`src/rtl/i2csf_regs.vh`:
```
`ifndef I2CSF_REGS_VH
`define I2CSF_REGS_VH
// ==========================================================================
// status register address and layout
`define I2CSF_STATUS_ADDR   16'hffa9
`define I2CSF_STATUS_RESET  8'h00
`define I2CSF_BIT_MASTER    7
`define I2CSF_BIT_ARBLOST   6
`define I2CSF_BIT_EXTCODE   5
`define I2CSF_BIT_ADDRMATCH 4
`define I2CSF_BIT_TXDIR     3
`define I2CSF_BIT_ACK       2
`define I2CSF_BIT_START     1
`define I2CSF_BIT_STOP      0
// ==========================================================================
// control register bits that feed the flags
`define I2CSF_CTRL_EXIT     6
`define I2CSF_CTRL_ENABLE   7
`endif

```
`src/rtl/i2csf_addr_check.v`:
```
`timescale 1ns/1ps
`default_nettype none
// ==========================================================================
// address byte decode: extension code and own-address compare
module i2csf_addr_check (
  // received address byte and own slave address
  input  wire [7:0] addr_byte_in,
  input  wire [7:0] own_addr_in,
  // decode results
  output wire       is_ext_out,
  output wire       is_match_out
);
  // upper nibble all zeros or all ones
  assign is_ext_out   = (addr_byte_in[7:4] == 4'h0) || (addr_byte_in[7:4] == 4'hf);
  // compare the seven address bits, direction bit ignored
  assign is_match_out = (addr_byte_in[7:1] == own_addr_in[7:1]);
endmodule // i2csf_addr_check
`default_nettype wire

```
`src/rtl/i2csf_status.v`:
```
// What this block does
// - reset clears whole status register to zero
// - status readable as byte or single bit
// - read-only status at fixed address, fixed layout
// - master flag set on generated start
// - master cleared: stop, arb loss, exit, disable
// - arbitration loss sets flag, clears master
// - arb-lost cleared after read, disable, reset
// - bit instruction elsewhere clears arb-lost
// - extension flag set on eighth clock
// - extension cleared: start, stop, exit, disable
// - address match set on eighth clock
// - match cleared: start, stop, exit, disable
// - exit control is control bit six
// - enable is control bit seven, falling clears
// - direction flag: 1 transmit drives, 0 releases
`timescale 1ns/1ps
`default_nettype none
`include "i2csf_regs.vh"
module i2csf_status (
  // clock and reset
  input  wire       clk_in,
  input  wire       resetn_in,
  // cpu read port
  input  wire [15:0] cpu_addr_in,
  input  wire       cpu_rd_in,
  input  wire       cpu_bit_in,
  input  wire [2:0] cpu_bitsel_in,
  input  wire       cpu_bitop_in,
  // control register and own address
  input  wire [7:0] ctrl_reg_in,
  input  wire       ctrl_wr_in,
  input  wire [7:0] own_slave_addr_reg_in,
  // bus engine events
  input  wire       start_gen_in,
  input  wire       start_det_in,
  input  wire       stop_det_in,
  input  wire       arb_loss_in,
  input  wire       clk8_rise_in,
  input  wire [7:0] addr_byte_in,
  input  wire       dir_tx_set_in,
  input  wire       dir_tx_clr_in,
  input  wire       ack_seen_in,
  input  wire       start_seen_in,
  input  wire       stop_seen_in,
  // read data and data line drive
  output reg  [7:0] rd_data_out,
  output reg        rd_valid_out,
  output reg        sda_oe_out
);
  // ========================================================================
  // flag registers
  // sticky status flags
  reg        master_active_flag_r;
  reg        arb_lost_flag_r;
  reg        ext_code_flag_r;
  reg        addr_match_flag_r;
  reg        transmit_dir_flag_r;
  // engine-supplied seen flags
  reg        ack_seen_flag_r;
  reg        start_seen_flag_r;
  reg        stop_seen_flag_r;
  // enable history for the falling-edge detect
  reg        enable_prev_r;
  // next values of the sticky flags
  wire       master_active_flag_nxt;
  wire       arb_lost_flag_nxt;
  wire       ext_code_flag_nxt;
  wire       addr_match_flag_nxt;
  wire       transmit_dir_flag_nxt;
  // address decode results
  wire       is_ext;
  wire       is_match;
  // assembled status byte
  wire [7:0] bus_status_reg;
  // decoded cpu and control events
  wire       sel;
  wire       exit_req;
  wire       en_fall;
  wire       status_rd;
  wire       other_bitop;
  // set and clear terms per flag
  wire       session_clr;
  wire       master_set;
  wire       master_clr;
  wire       arb_clr;
  wire       ext_set;
  wire       match_set;
  wire       code_clr;
  wire       dir_clr;

  // ========================================================================
  // next value of a sticky flag; a set in the same cycle beats a clear
  function flag_next;
    input cur_val;
    input set_val;
    input clr_val;
    begin
      if (set_val) begin
        flag_next = 1'b1;
      end else if (clr_val) begin
        flag_next = 1'b0;
      end else begin
        flag_next = cur_val;
      end
    end
  endfunction

  // address byte decode
  i2csf_addr_check u_chk (
    .addr_byte_in (addr_byte_in),
    .own_addr_in  (own_slave_addr_reg_in),
    .is_ext_out   (is_ext),
    .is_match_out (is_match)
  );

  // ========================================================================
  // decoded cpu and control events
  assign sel         = (cpu_addr_in == `I2CSF_STATUS_ADDR);
  assign exit_req    = ctrl_wr_in && ctrl_reg_in[`I2CSF_CTRL_EXIT];
  assign en_fall     = enable_prev_r && !ctrl_reg_in[`I2CSF_CTRL_ENABLE];
  assign status_rd   = cpu_rd_in && sel;
  assign other_bitop = cpu_bitop_in && !sel;

  // events that end a session for every sticky flag except arbitration lost
  assign session_clr = stop_det_in || exit_req || en_fall;
  // master: set by a generated start unless arbitration is lost that cycle
  assign master_set  = start_gen_in && !arb_loss_in;
  assign master_clr  = session_clr || arb_loss_in;
  // arbitration: any status read, a bit instruction elsewhere, or disable
  assign arb_clr     = status_rd || other_bitop || en_fall;
  // extension code and address match share the eighth-clock strobe
  assign ext_set     = clk8_rise_in && is_ext;
  assign match_set   = clk8_rise_in && is_match;
  assign code_clr    = start_det_in || session_clr;
  // direction: engine clear pulse or end of session
  assign dir_clr     = dir_tx_clr_in || session_clr;

  // status byte in register order, master flag in bit 7
  assign bus_status_reg = {master_active_flag_r, arb_lost_flag_r, ext_code_flag_r,
                           addr_match_flag_r, transmit_dir_flag_r, ack_seen_flag_r,
                           start_seen_flag_r, stop_seen_flag_r};

  // ========================================================================
  // next values of the sticky flags
  assign master_active_flag_nxt = flag_next(master_active_flag_r, master_set, master_clr);
  assign arb_lost_flag_nxt      = flag_next(arb_lost_flag_r, arb_loss_in, arb_clr);
  assign ext_code_flag_nxt      = flag_next(ext_code_flag_r, ext_set, code_clr);
  assign addr_match_flag_nxt    = flag_next(addr_match_flag_r, match_set, code_clr);
  assign transmit_dir_flag_nxt  = flag_next(transmit_dir_flag_r, dir_tx_set_in, dir_clr);

  // enable history for the falling-edge detect
  always @(posedge clk_in or negedge resetn_in) begin
    if (!resetn_in) begin
      enable_prev_r <= 1'b0;
    end else begin
      enable_prev_r <= ctrl_reg_in[`I2CSF_CTRL_ENABLE];
    end
  end

  // ========================================================================
  // session flags: master, extension, match, direction
  always @(posedge clk_in or negedge resetn_in) begin
    if (!resetn_in) begin
      master_active_flag_r <= 1'b0;
      ext_code_flag_r      <= 1'b0;
      addr_match_flag_r    <= 1'b0;
      transmit_dir_flag_r  <= 1'b0;
    end else begin
      master_active_flag_r <= master_active_flag_nxt;
      ext_code_flag_r      <= ext_code_flag_nxt;
      addr_match_flag_r    <= addr_match_flag_nxt;
      transmit_dir_flag_r  <= transmit_dir_flag_nxt;
    end
  end

  // arbitration flag; the clearing read has already latched it as set
  always @(posedge clk_in or negedge resetn_in) begin
    if (!resetn_in) begin
      arb_lost_flag_r <= 1'b0;
    end else begin
      arb_lost_flag_r <= arb_lost_flag_nxt;
    end
  end

  // engine-supplied seen levels, mirrored one cycle late
  always @(posedge clk_in or negedge resetn_in) begin
    if (!resetn_in) begin
      ack_seen_flag_r   <= 1'b0;
      start_seen_flag_r <= 1'b0;
      stop_seen_flag_r  <= 1'b0;
    end else begin
      ack_seen_flag_r   <= ack_seen_in;
      start_seen_flag_r <= start_seen_in;
      stop_seen_flag_r  <= stop_seen_in;
    end
  end

  // ========================================================================
  // read port: whole byte, or the selected bit in bit 0
  always @(posedge clk_in or negedge resetn_in) begin
    if (!resetn_in) begin
      rd_data_out  <= `I2CSF_STATUS_RESET;
      rd_valid_out <= 1'b0;
    end else begin
      rd_valid_out <= status_rd;
      if (status_rd) begin
        if (cpu_bit_in) begin
          rd_data_out <= {7'h00, bus_status_reg[cpu_bitsel_in]};
        end else begin
          rd_data_out <= bus_status_reg;
        end
      end
    end
  end

  // data line drive follows the direction flag; low releases the line
  always @(posedge clk_in or negedge resetn_in) begin
    if (!resetn_in) begin
      sda_oe_out <= 1'b0;
    end else begin
      sda_oe_out <= transmit_dir_flag_r;
    end
  end
endmodule // i2csf_status
`default_nettype wire

```
`config.mk`:
```
export PLATFORM = sky130hd
export DESIGN_NAME = i2csf_status
export DESIGN_NICKNAME = d
export VERILOG_FILES = /design/src/rtl/i2csf_addr_check.v /design/src/rtl/i2csf_status.v
export VERILOG_INCLUDE_DIRS = /design/src /design/src/rtl
export SDC_FILE = /design/constraint.sdc
export NUM_CORES = 1
export LEC_CHECK = 0
export BUFFER_PORTS_ARGS = -buffer_cell sky130_fd_sc_hd__clkbuf_2
export CAP_MARGIN = 20
export CORE_ASPECT_RATIO = 1.2
export CORE_MARGIN = 2
export CORE_UTILIZATION = 30
export CTS_BUF_LIST = sky130_fd_sc_hd__clkbuf_16
export CTS_CLUSTER_SIZE = 12
export DETAILED_ROUTE_END_ITERATION = 6
export GPL_TIMING_DRIVEN = 0
export PLACE_DENSITY = 0.65
export SYNTH_ARGS = -nofsm -noshare
export SYNTH_HDL_FRONTEND = slang
export SYNTH_SLANG_ARGS = --single-unit
```
`constraint.sdc`:
```
create_clock -name clk_in -period 1.4 [get_ports clk_in]
set_input_delay 0.21 -clock clk_in [delete_from_list [all_inputs] [get_ports clk_in]]
set_output_delay 0.21 -clock clk_in [all_outputs]
set_load 0.01 [all_outputs]
```
# Word-level counts from Yosys, hierarchy flattened
# Index checks and enable logic that the tools add are counted.
# classes
magnitude_cmp	1
n_eq_ne	3
n_mux	12
reduce_logical	24
# ops
op	n
16-bit equality test (second input constant)	1
1-bit 2-to-1 mux	10
2-bit nonzero test	5
1-bit logical OR	8
8-bit 2-to-1 mux	1
7-bit equality test	1
1-bit logical AND	7
4-bit equality test (second input constant)	1
4-bit zero test	1
3-bit by 4-bit less-than comparator with 1-bit output (second input constant)	1
1-bit binary-select mux with 3-bit select	1
1-bit zero test	3
# word_totals
ff_bits	19
output_inout_bits	10
word_cells	52

# Logic depth before layout (Yosys ltp)
# Gate-level depths: netlist of the first run.
# depth
word_depth	7
mapped_depth	4
mapped_depth_nobuf	4

# Modules after synthesis
# Synthesis of the first run repeated with hierarchy kept, for this count alone.
# hier_totals
hier_cells	70
area_unflattened_um2	970.9
# by_module_without_submodules
module	n_inst	cells_each	area_per_inst_um2	seq_area_each_um2
i2csf_status	1	58	879.6	475.5
i2csf_addr_check	1	12	91.3	0.0

# Worst setup path before layout of the first run
# No wires, ideal clock.
# synth_timing
path_type	reg2reg
start	reg transmit_dir_flag_r
end	reg rd_data_out[0]
arrival_ns	1.317
required_time_ns	1.272
slack_ns	-0.045
stages_incl_launch_ff	5
synth_period_minus_slack_ns	1.445
path_cell_list	dfrtp_1 > mux4_1 > mux2i_1 > a21oi_1 > mux2_1
# synth_via
elab_chain_len	3
# synth_lines
item	line_no	rtl
start: declaration	i2csf_status.v:58	reg transmit_dir_flag_r;
start signal: assignment	i2csf_status.v:173	transmit_dir_flag_r <= transmit_dir_flag_nxt;
1-bit binary-select mux with 3-bit select	i2csf_status.v:209	rd_data_out <= {7'h00, bus_status_reg[cpu_bitsel_in]};
1-bit 2-to-1 mux (not written as such)	i2csf_status.v:209	
8-bit 2-to-1 mux	i2csf_status.v:208	if (cpu_bit_in) begin
end signal: assignment	i2csf_status.v:203	rd_data_out <= `I2CSF_STATUS_RESET;
end signal: assignment	i2csf_status.v:209	
end signal: assignment	i2csf_status.v:211	rd_data_out <= bus_status_reg;
end: declaration	i2csf_status.v:47	output reg [7:0] rd_data_out,
# Every way passes these cells. The select of a mux whose other input is x is not followed.
# A chain may end at the register's enable or synchronous reset.

# Final worst setup path of the first run
# layout_timing
start	reg master_active_flag_r
end	reg rd_data_out[0]
# layout_via
elab_chain_len	3
# layout_lines
item	line_no	rtl
start: declaration	i2csf_status.v:54	reg master_active_flag_r;
start signal: assignment	i2csf_status.v:170	master_active_flag_r <= master_active_flag_nxt;
1-bit binary-select mux with 3-bit select	i2csf_status.v:209	
1-bit 2-to-1 mux (not written as such)	i2csf_status.v:209	
8-bit 2-to-1 mux	i2csf_status.v:208	
# Every way passes these cells. The select of a mux whose other input is x is not followed.

==> results of run 1 <==
[worst max-delay path, cell delays in order (launching register included)]
cell and delay, ns:
dfrtp_1 0.38, mux4_2 0.46, mux2i_1 0.14, a21oi_1 0.08, mux2_4 0.26
[cells by family after synthesis]
group,count (synthesis),share of synthesized area (%)
and+or+nand+nor,24,20.23
DFF,19,48.97
muxes,11,18.43
AOI/OAI and AO/OA,7,5.284
xor gates and xnor gates,7,6.315
buffers and inverters,2,0.7735
[routing by layer]
metal | up-vias | wire [µm] | share of wire [%]
met1 | 370 | 765 | 36
met3 | 2 | 166 | 7.9
met5 | - | 0 | 0
met4 | 0 | 12 | 0.57
li1 | 401 | - | -
met2 | 37 | 1163 | 55
[synthesized netlist by cell type (all sizes together)]
master,instances
nor2b,8
inv,2
mux2i,1
nand4,5
o2bb2ai,1
nand2b,2
nand2,2
a22o,1
mux4,2
xnor2,7
a41o,1
a21oi,3
nor4,1
and2,1
nor2,2
a31o,1
nand4bb,2
or4,1
dfrtp,19
mux2,8
[per-stage QoR]
step	instance area (µm²)	worst slack, ns	setup TNS (ns)	util [%]	hold slack [ns]
6_report	1446	-0.02757	-0.02757	46.92	0.07223
5_1_grt	1446	-0.08940	-0.08940	46.92	0.06762
4_1_cts	1439	-0.02983	-0.02983	46.67	0.06864
3_5_place_dp	1309	-0.1055	-0.7509	42.45	0.1895
3_3_place_gp	1309	-0.08288	-0.5594	42.45	0.1755
2_1_floorplan	963.4	0.001785	0	-	-0.08559
[cell type report]
cell class | count | area, µm²
repair buffers | 67 | 355.3
clock inverters | 1 | 3.754
inverters | 2 | 7.507
multi-input cells | 49 | 484.2
clock buffers | 3 | 75.07
flip-flops and latches | 19 | 475.5
well taps | 36 | 45.04
fillers | 299 | 1637
[repair_timing]
action	4_1_cts	5_1_grt
setup buffers	5	1
pin swaps	1	0
hold endpoints to repair	19	0
setup endpoints to repair	1	1
resized for setup	1	0
hold buffers	1	0
cloned	0	0
[worst paths after layout]
path / from / to / slack (ns) / cells after the start
setup / recovery: master_active_flag_r / rd_data_out[0] / -0.03 / 4
hold / removal: start_seen_in / start_seen_flag_r / 0.07 / 1
setup reg to reg: master_active_flag_r / rd_data_out[0] / -0.03 / 4
hold reg to reg: rd_data_out[1] / rd_data_out[1] / 0.51 / 1
max in group asynchronous: resetn_in / rd_data_out[2] / 0.64 / 2
min in group asynchronous: resetn_in / rd_valid_out / 0.45 / 2
[flip-flops by register name (all words and copies together) (netlist names)]
register / cells
enable_prev_r: 1
master_active_flag_r: 1
start_seen_flag_r: 1
sda_oe_out: 1
stop_seen_flag_r: 1
rd_valid_out: 1
arb_lost_flag_r: 1
transmit_dir_flag_r: 1
addr_match_flag_r: 1
ack_seen_flag_r: 1
ext_code_flag_r: 1
rd_data_out: 8
[power groups by stage]
stage,clock network (W),logic [W],registers (W)
global route,0.000613,0.000203,0.000573
finish,0.000563,0.000181,0.000572
detailed placement,0,0.000167,0.000584
global placement,0,0.000160,0.000583
floorplan,0,0.0000633,0.000581
CTS,0.000578,0.000182,0.000572
==> flow_metrics.env, run 1 <==
export IMPL_status="finished, violations left"
export IMPL_violations="negative setup slack"
export IMPL_peakVddDrop_v=0.0004253
export IMPL_final_cell_mix="clkbuf_2 (60), dfrtp_1 (19), nor2b_1 (8), mux2_4 (8), xnor2_1 (7)"
export IMPL_net_switching_power_w=0.0002641
export IMPL_numCtsBuffers=3
export IMPL_drt_pass1_iter_count=3
export IMPL_syn_num_nets=129
export IMPL_synth_distinct_cells=24
export IMPL_postRouteAntennaNets=0
export IMPL_wl_per_cell_um=11.91
export IMPL_critPathArrivalTime_ns=1.55
export IMPL_met2_usage_pct=26.04
export IMPL_fin_ws_ns=-0.02757
export IMPL_cts_clk_slew_worst_paths_ns=0.05
export IMPL_dp_cells=166
export IMPL_p_total_w=0.001316
export IMPL_grt_overflow=0
export IMPL_synth_warnings=0
export IMPL_leakage_nw=0.7953
export IMPL_area_growth_syn_to_layout_pct=48.97
export IMPL_grt_max_degree=20
export IMPL_num_antenna_cells=0
export IMPL_clockBufferDepth=2
export IMPL_max_cap_violations=0
export IMPL_clock_skew_ns=0.003645
export IMPL_powerDensity_nw_per_um2=910.2
export IMPL_finalNetCount=201
export IMPL_cts_root_buffer="clkbuf_16"
export IMPL_cp_max_fo=2
export IMPL_insertion_delay_ns=0.24
export IMPL_grt_pass1_vias=949
export IMPL_syn_inst=70
export IMPL_post_route_period_util_pct=102.0
export IMPL_layout_cells_non_filler=177
export IMPL_io_buffers=60
export IMPL_switching_share_pct=20.06
export IMPL_vias=810
export IMPL_cts_max_level=1
export IMPL_synth_seq_cells=19
export IMPL_avgViaCountPerCell=4.576
export IMPL_rsz0062_at_grt="yes"
export IMPL_gr_usage_all_layers_pct=12.87
export IMPL_worstSetupPathType="reg2reg"
export IMPL_core_um2=3083
export IMPL_dpl_hpwl_um=1776
export IMPL_clock_sinks=19
export IMPL_die_w_um=55.93
export IMPL_period_needed_ns=1.428
export IMPL_wirelength_um=2108
export IMPL_crit_path_end_kind="flip-flop"
export IMPL_use_met1_pct=12.33
export IMPL_required_ns=1.53
export IMPL_seqPwrFrac_pct=43.4
export IMPL_busiest_layer="met2"
export IMPL_yosysTopAreaCell="dfrtp_1"
export IMPL_final_common_cell="clkbuf_2"
export IMPL_antenna_found_initial=0
export IMPL_slew_viol_final=0
export IMPL_yosys_top_cells_area="dfrtp_1 (49%), mux2_4 (11%), xnor2_1 (6.3%), mux4_1 (5.4%), nor2b_1 (5.2%)"
export IMPL_startpoint_type="flip-flop"
export IMPL_gp_congestion=0.6643
export IMPL_tritoncts="done"
export IMPL_finalSetupViolCount=1
export IMPL_route_detailed_drc=0
export IMPL_syn_mean_instance_area_um2=13.87
export IMPL_grt_pass1_wl_um=3753
export IMPL_syn_cell_area_um2=970.9
export IMPL_p_comb_share_pct=13.8
export IMPL_clockPowerShare_pct=42.8
export IMPL_slew_limit_headroom_pct=69.33
export IMPL_max_clock_freq_mhz=700.5
export IMPL_finalHoldViolations=0
export IMPL_start_util_pct=31.49
export IMPL_ys_seq_area_share_pct=48.97
export IMPL_tightest_slew_ns=0.4601
export IMPL_die_area_um2=3709
export IMPL_drive_gt1_share_pct=59.57
export IMPL_drtIter0Drc=7
export IMPL_io_pins=69
export IMPL_synth_top_area_share_pct=48.97
export IMPL_use_met3_pct=2.544
export IMPL_p_int_w=0.001052
export IMPL_rows=22
export IMPL_die_h_um=66.32
export IMPL_hold_path_class="in2reg"
No activity file was read; power rests on OpenSTA's default activity.
==> run 2: changes to the inputs <==
--- a/config.mk
+++ b/config.mk
@@ -13,3 +13,4 @@
 export CORE_UTILIZATION = 30
-export CTS_BUF_LIST = sky130_fd_sc_hd__clkbuf_16
+export CTS_BUF_LIST = sky130_fd_sc_hd__clkbuf_8
+export CTS_CLUSTER_DIAMETER = 40
 export CTS_CLUSTER_SIZE = 12
==> constraint.sdc (replaced) <==
create_clock -name clk_in -period 1.4 [get_ports clk_in]
set_input_delay 0.14 -clock clk_in [delete_from_list [all_inputs] [get_ports clk_in]]
set_output_delay 0.14 -clock clk_in [all_outputs]
set_load 0.01 [all_outputs]
==> run 2 against run 1 <==
Global-route usage barely moved. Power down 14%. First-iteration DRC count is 43% lower. The flow still finishes with violations (negative setup slack). Die area did not move.
==> flow_metrics.env, run 2 (synthesis gave the netlist of run 1 again) <==
export IMPL_grt_pass1_wl_um=3760
export IMPL_postRouteAntennaNets=0
export IMPL_clock_skew_ns=0.0007677
export IMPL_slew_limit_headroom_pct=69.54
export IMPL_tightest_slew_ns=0.4568
export IMPL_cts_max_level=1
export IMPL_post_route_period_util_pct=101.7
export IMPL_max_cap_violations=0
export IMPL_max_clock_freq_mhz=702.6
export IMPL_net_switching_power_w=0.0002537
export IMPL_final_cell_mix="clkbuf_2 (60), dfrtp_1 (19), nor2b_1 (8), mux2_4 (8), xnor2_1 (7)"
export IMPL_drive_gt1_share_pct=58.33
export IMPL_avgViaCountPerCell=4.606
export IMPL_insertion_delay_ns=0.25
export IMPL_met2_usage_pct=26.04
export IMPL_hold_path_class="in2reg"
export IMPL_cts_clk_slew_worst_paths_ns=0.07
export IMPL_powerDensity_nw_per_um2=780.6
export IMPL_violations="negative setup slack"
export IMPL_tritoncts="done"
export IMPL_hold_ws_ns=0.006629
export IMPL_drt_pass1_iter_count=3
export IMPL_dp_cells=166
export IMPL_p_int_w=0.0008725
export IMPL_use_met3_pct=2.935
export IMPL_finalHoldViolations=0
export IMPL_die_h_um=66.32
export IMPL_crit_path_end_kind="flip-flop"
export IMPL_num_fill_cells=307
export IMPL_cts_root_buffer="clkbuf_8"
export IMPL_status="finished, violations left"
export IMPL_required_ns=1.54
export IMPL_dpl_hpwl_um=1776
export IMPL_leakage_nw=0.7925
export IMPL_period_needed_ns=1.423
export IMPL_largest_reg_flops=8
export IMPL_antenna_found_initial=0
export IMPL_p_total_w=0.001126
export IMPL_gp_congestion=0.6643
export IMPL_io_pins=69
export IMPL_finalNetCount=204
export IMPL_rsz0062_at_grt="yes"
export IMPL_grt_pass1_vias=928
export IMPL_critPathArrivalTime_ns=1.56
export IMPL_num_antenna_cells=0
export IMPL_cp_max_fo=2
export IMPL_die_area_um2=3709
export IMPL_use_met1_pct=12.59
export IMPL_p_comb_share_pct=16.7
export IMPL_die_w_um=55.93
export IMPL_grt_max_degree=20
export IMPL_grt_overflow=0
export IMPL_seqPwrFrac_pct=50.7
export IMPL_largest_register="rd_data_out"
export IMPL_switching_share_pct=22.52
export IMPL_numCtsBuffers=3
export IMPL_drtIter0Drc=4
export IMPL_finalSetupViolCount=1
export IMPL_clockPowerShare_pct=32.6
export IMPL_layout_cells_non_filler=180
export IMPL_final_common_cell="clkbuf_2"
export IMPL_fin_ws_ns=-0.02333
export IMPL_wirelength_um=2165
export IMPL_startpoint_type="flip-flop"
export IMPL_vias=829
export IMPL_clockBufferDepth=2
export IMPL_busiest_layer="met2"
export IMPL_rows=22
export IMPL_peakVddDrop_v=0.0004063
export IMPL_core_um2=3083
export IMPL_worstSetupPathType="reg2reg"
export IMPL_io_buffers=60
export IMPL_gr_usage_all_layers_pct=12.92
export IMPL_clock_sinks=19
export IMPL_route_detailed_drc=0
export IMPL_area_growth_syn_to_layout_pct=48.58
export IMPL_start_util_pct=31.49
export IMPL_wl_per_cell_um=12.03
export IMPL_dpl_worst_slack_ns=-0.06795
export IMPL_slew_viol_final=0
## run 2: through the flow
stage / instance area (µm²) / utilization [%] / setup TNS (ns)
floorplan: 963.4 / - / 0
global placement: 1309 / 42.45 / -0.06482
detailed placement: 1309 / 42.45 / -0.2233
CTS: 1435 / 46.55 / -0.03092
global route: 1443 / 46.79 / -0.08760
finish: 1443 / 46.79 / -0.02333
## run 2: per-layer routing
metal	part of all wire [%]	wire length, µm
met5	0	0
met4	1.4	31
met3	7.5	163
met2	55	1190
met1	36	780
## run 2: worst paths after layout
check	startpoint	end	slack (ns)	depth (start not counted)
setup / recovery	master_active_flag_r	rd_data_out[0]	-0.02	4
hold / removal	ctrl_reg_in[7]	enable_prev_r	0.007	1
setup reg to reg	master_active_flag_r	rd_data_out[0]	-0.02	4
hold reg to reg	rd_data_out[0]	rd_data_out[0]	0.52	1
max in group asynchronous	resetn_in	arb_lost_flag_r	0.72	2
min in group asynchronous	resetn_in	rd_valid_out	0.37	2
## run 2: final cells by class
cell class / instances / area, µm² / area share (%)
Clock buffer: 3 / 41.29 / 2.862
Clock inverter: 1 / 3.754 / 0.2602
Inverter: 2 / 7.507 / 0.5204
Multi-Input combinational cell: 49 / 484.2 / 33.56
Sequential cell: 19 / 475.5 / 32.96
Tap cell: 36 / 45.04 / 3.122
Timing Repair Buffer: 70 / 385.4 / 26.71
## run 2: worst max-delay path, cell delays in order (launching register included)
cell and delay [ns]:
dfrtp_1 0.38, mux4_2 0.46, mux2i_1 0.14, a21oi_1 0.07, mux2_4 0.26
## run 2: power by group through the flow
stage	Sequential, W	Combinational, W	Clock [W]
after floorplan	0.000581	0.0000633	0
after global placement	0.000583	0.000160	0
after detailed placement	0.000584	0.000167	0
after CTS	0.000571	0.000188	0.000380
after global routing	0.000572	0.000210	0.000402
final	0.000571	0.000188	0.000367
## run 2: repair_timing
action / in CTS / in global routing
buffers inserted: 5 / 1
hold buffers: 4 / 0
resized for setup: 1 / 0
endpoints found under the hold margin: 22 / 0
pin swaps: 1 / 0
setup endpoints to repair: 1 / 1
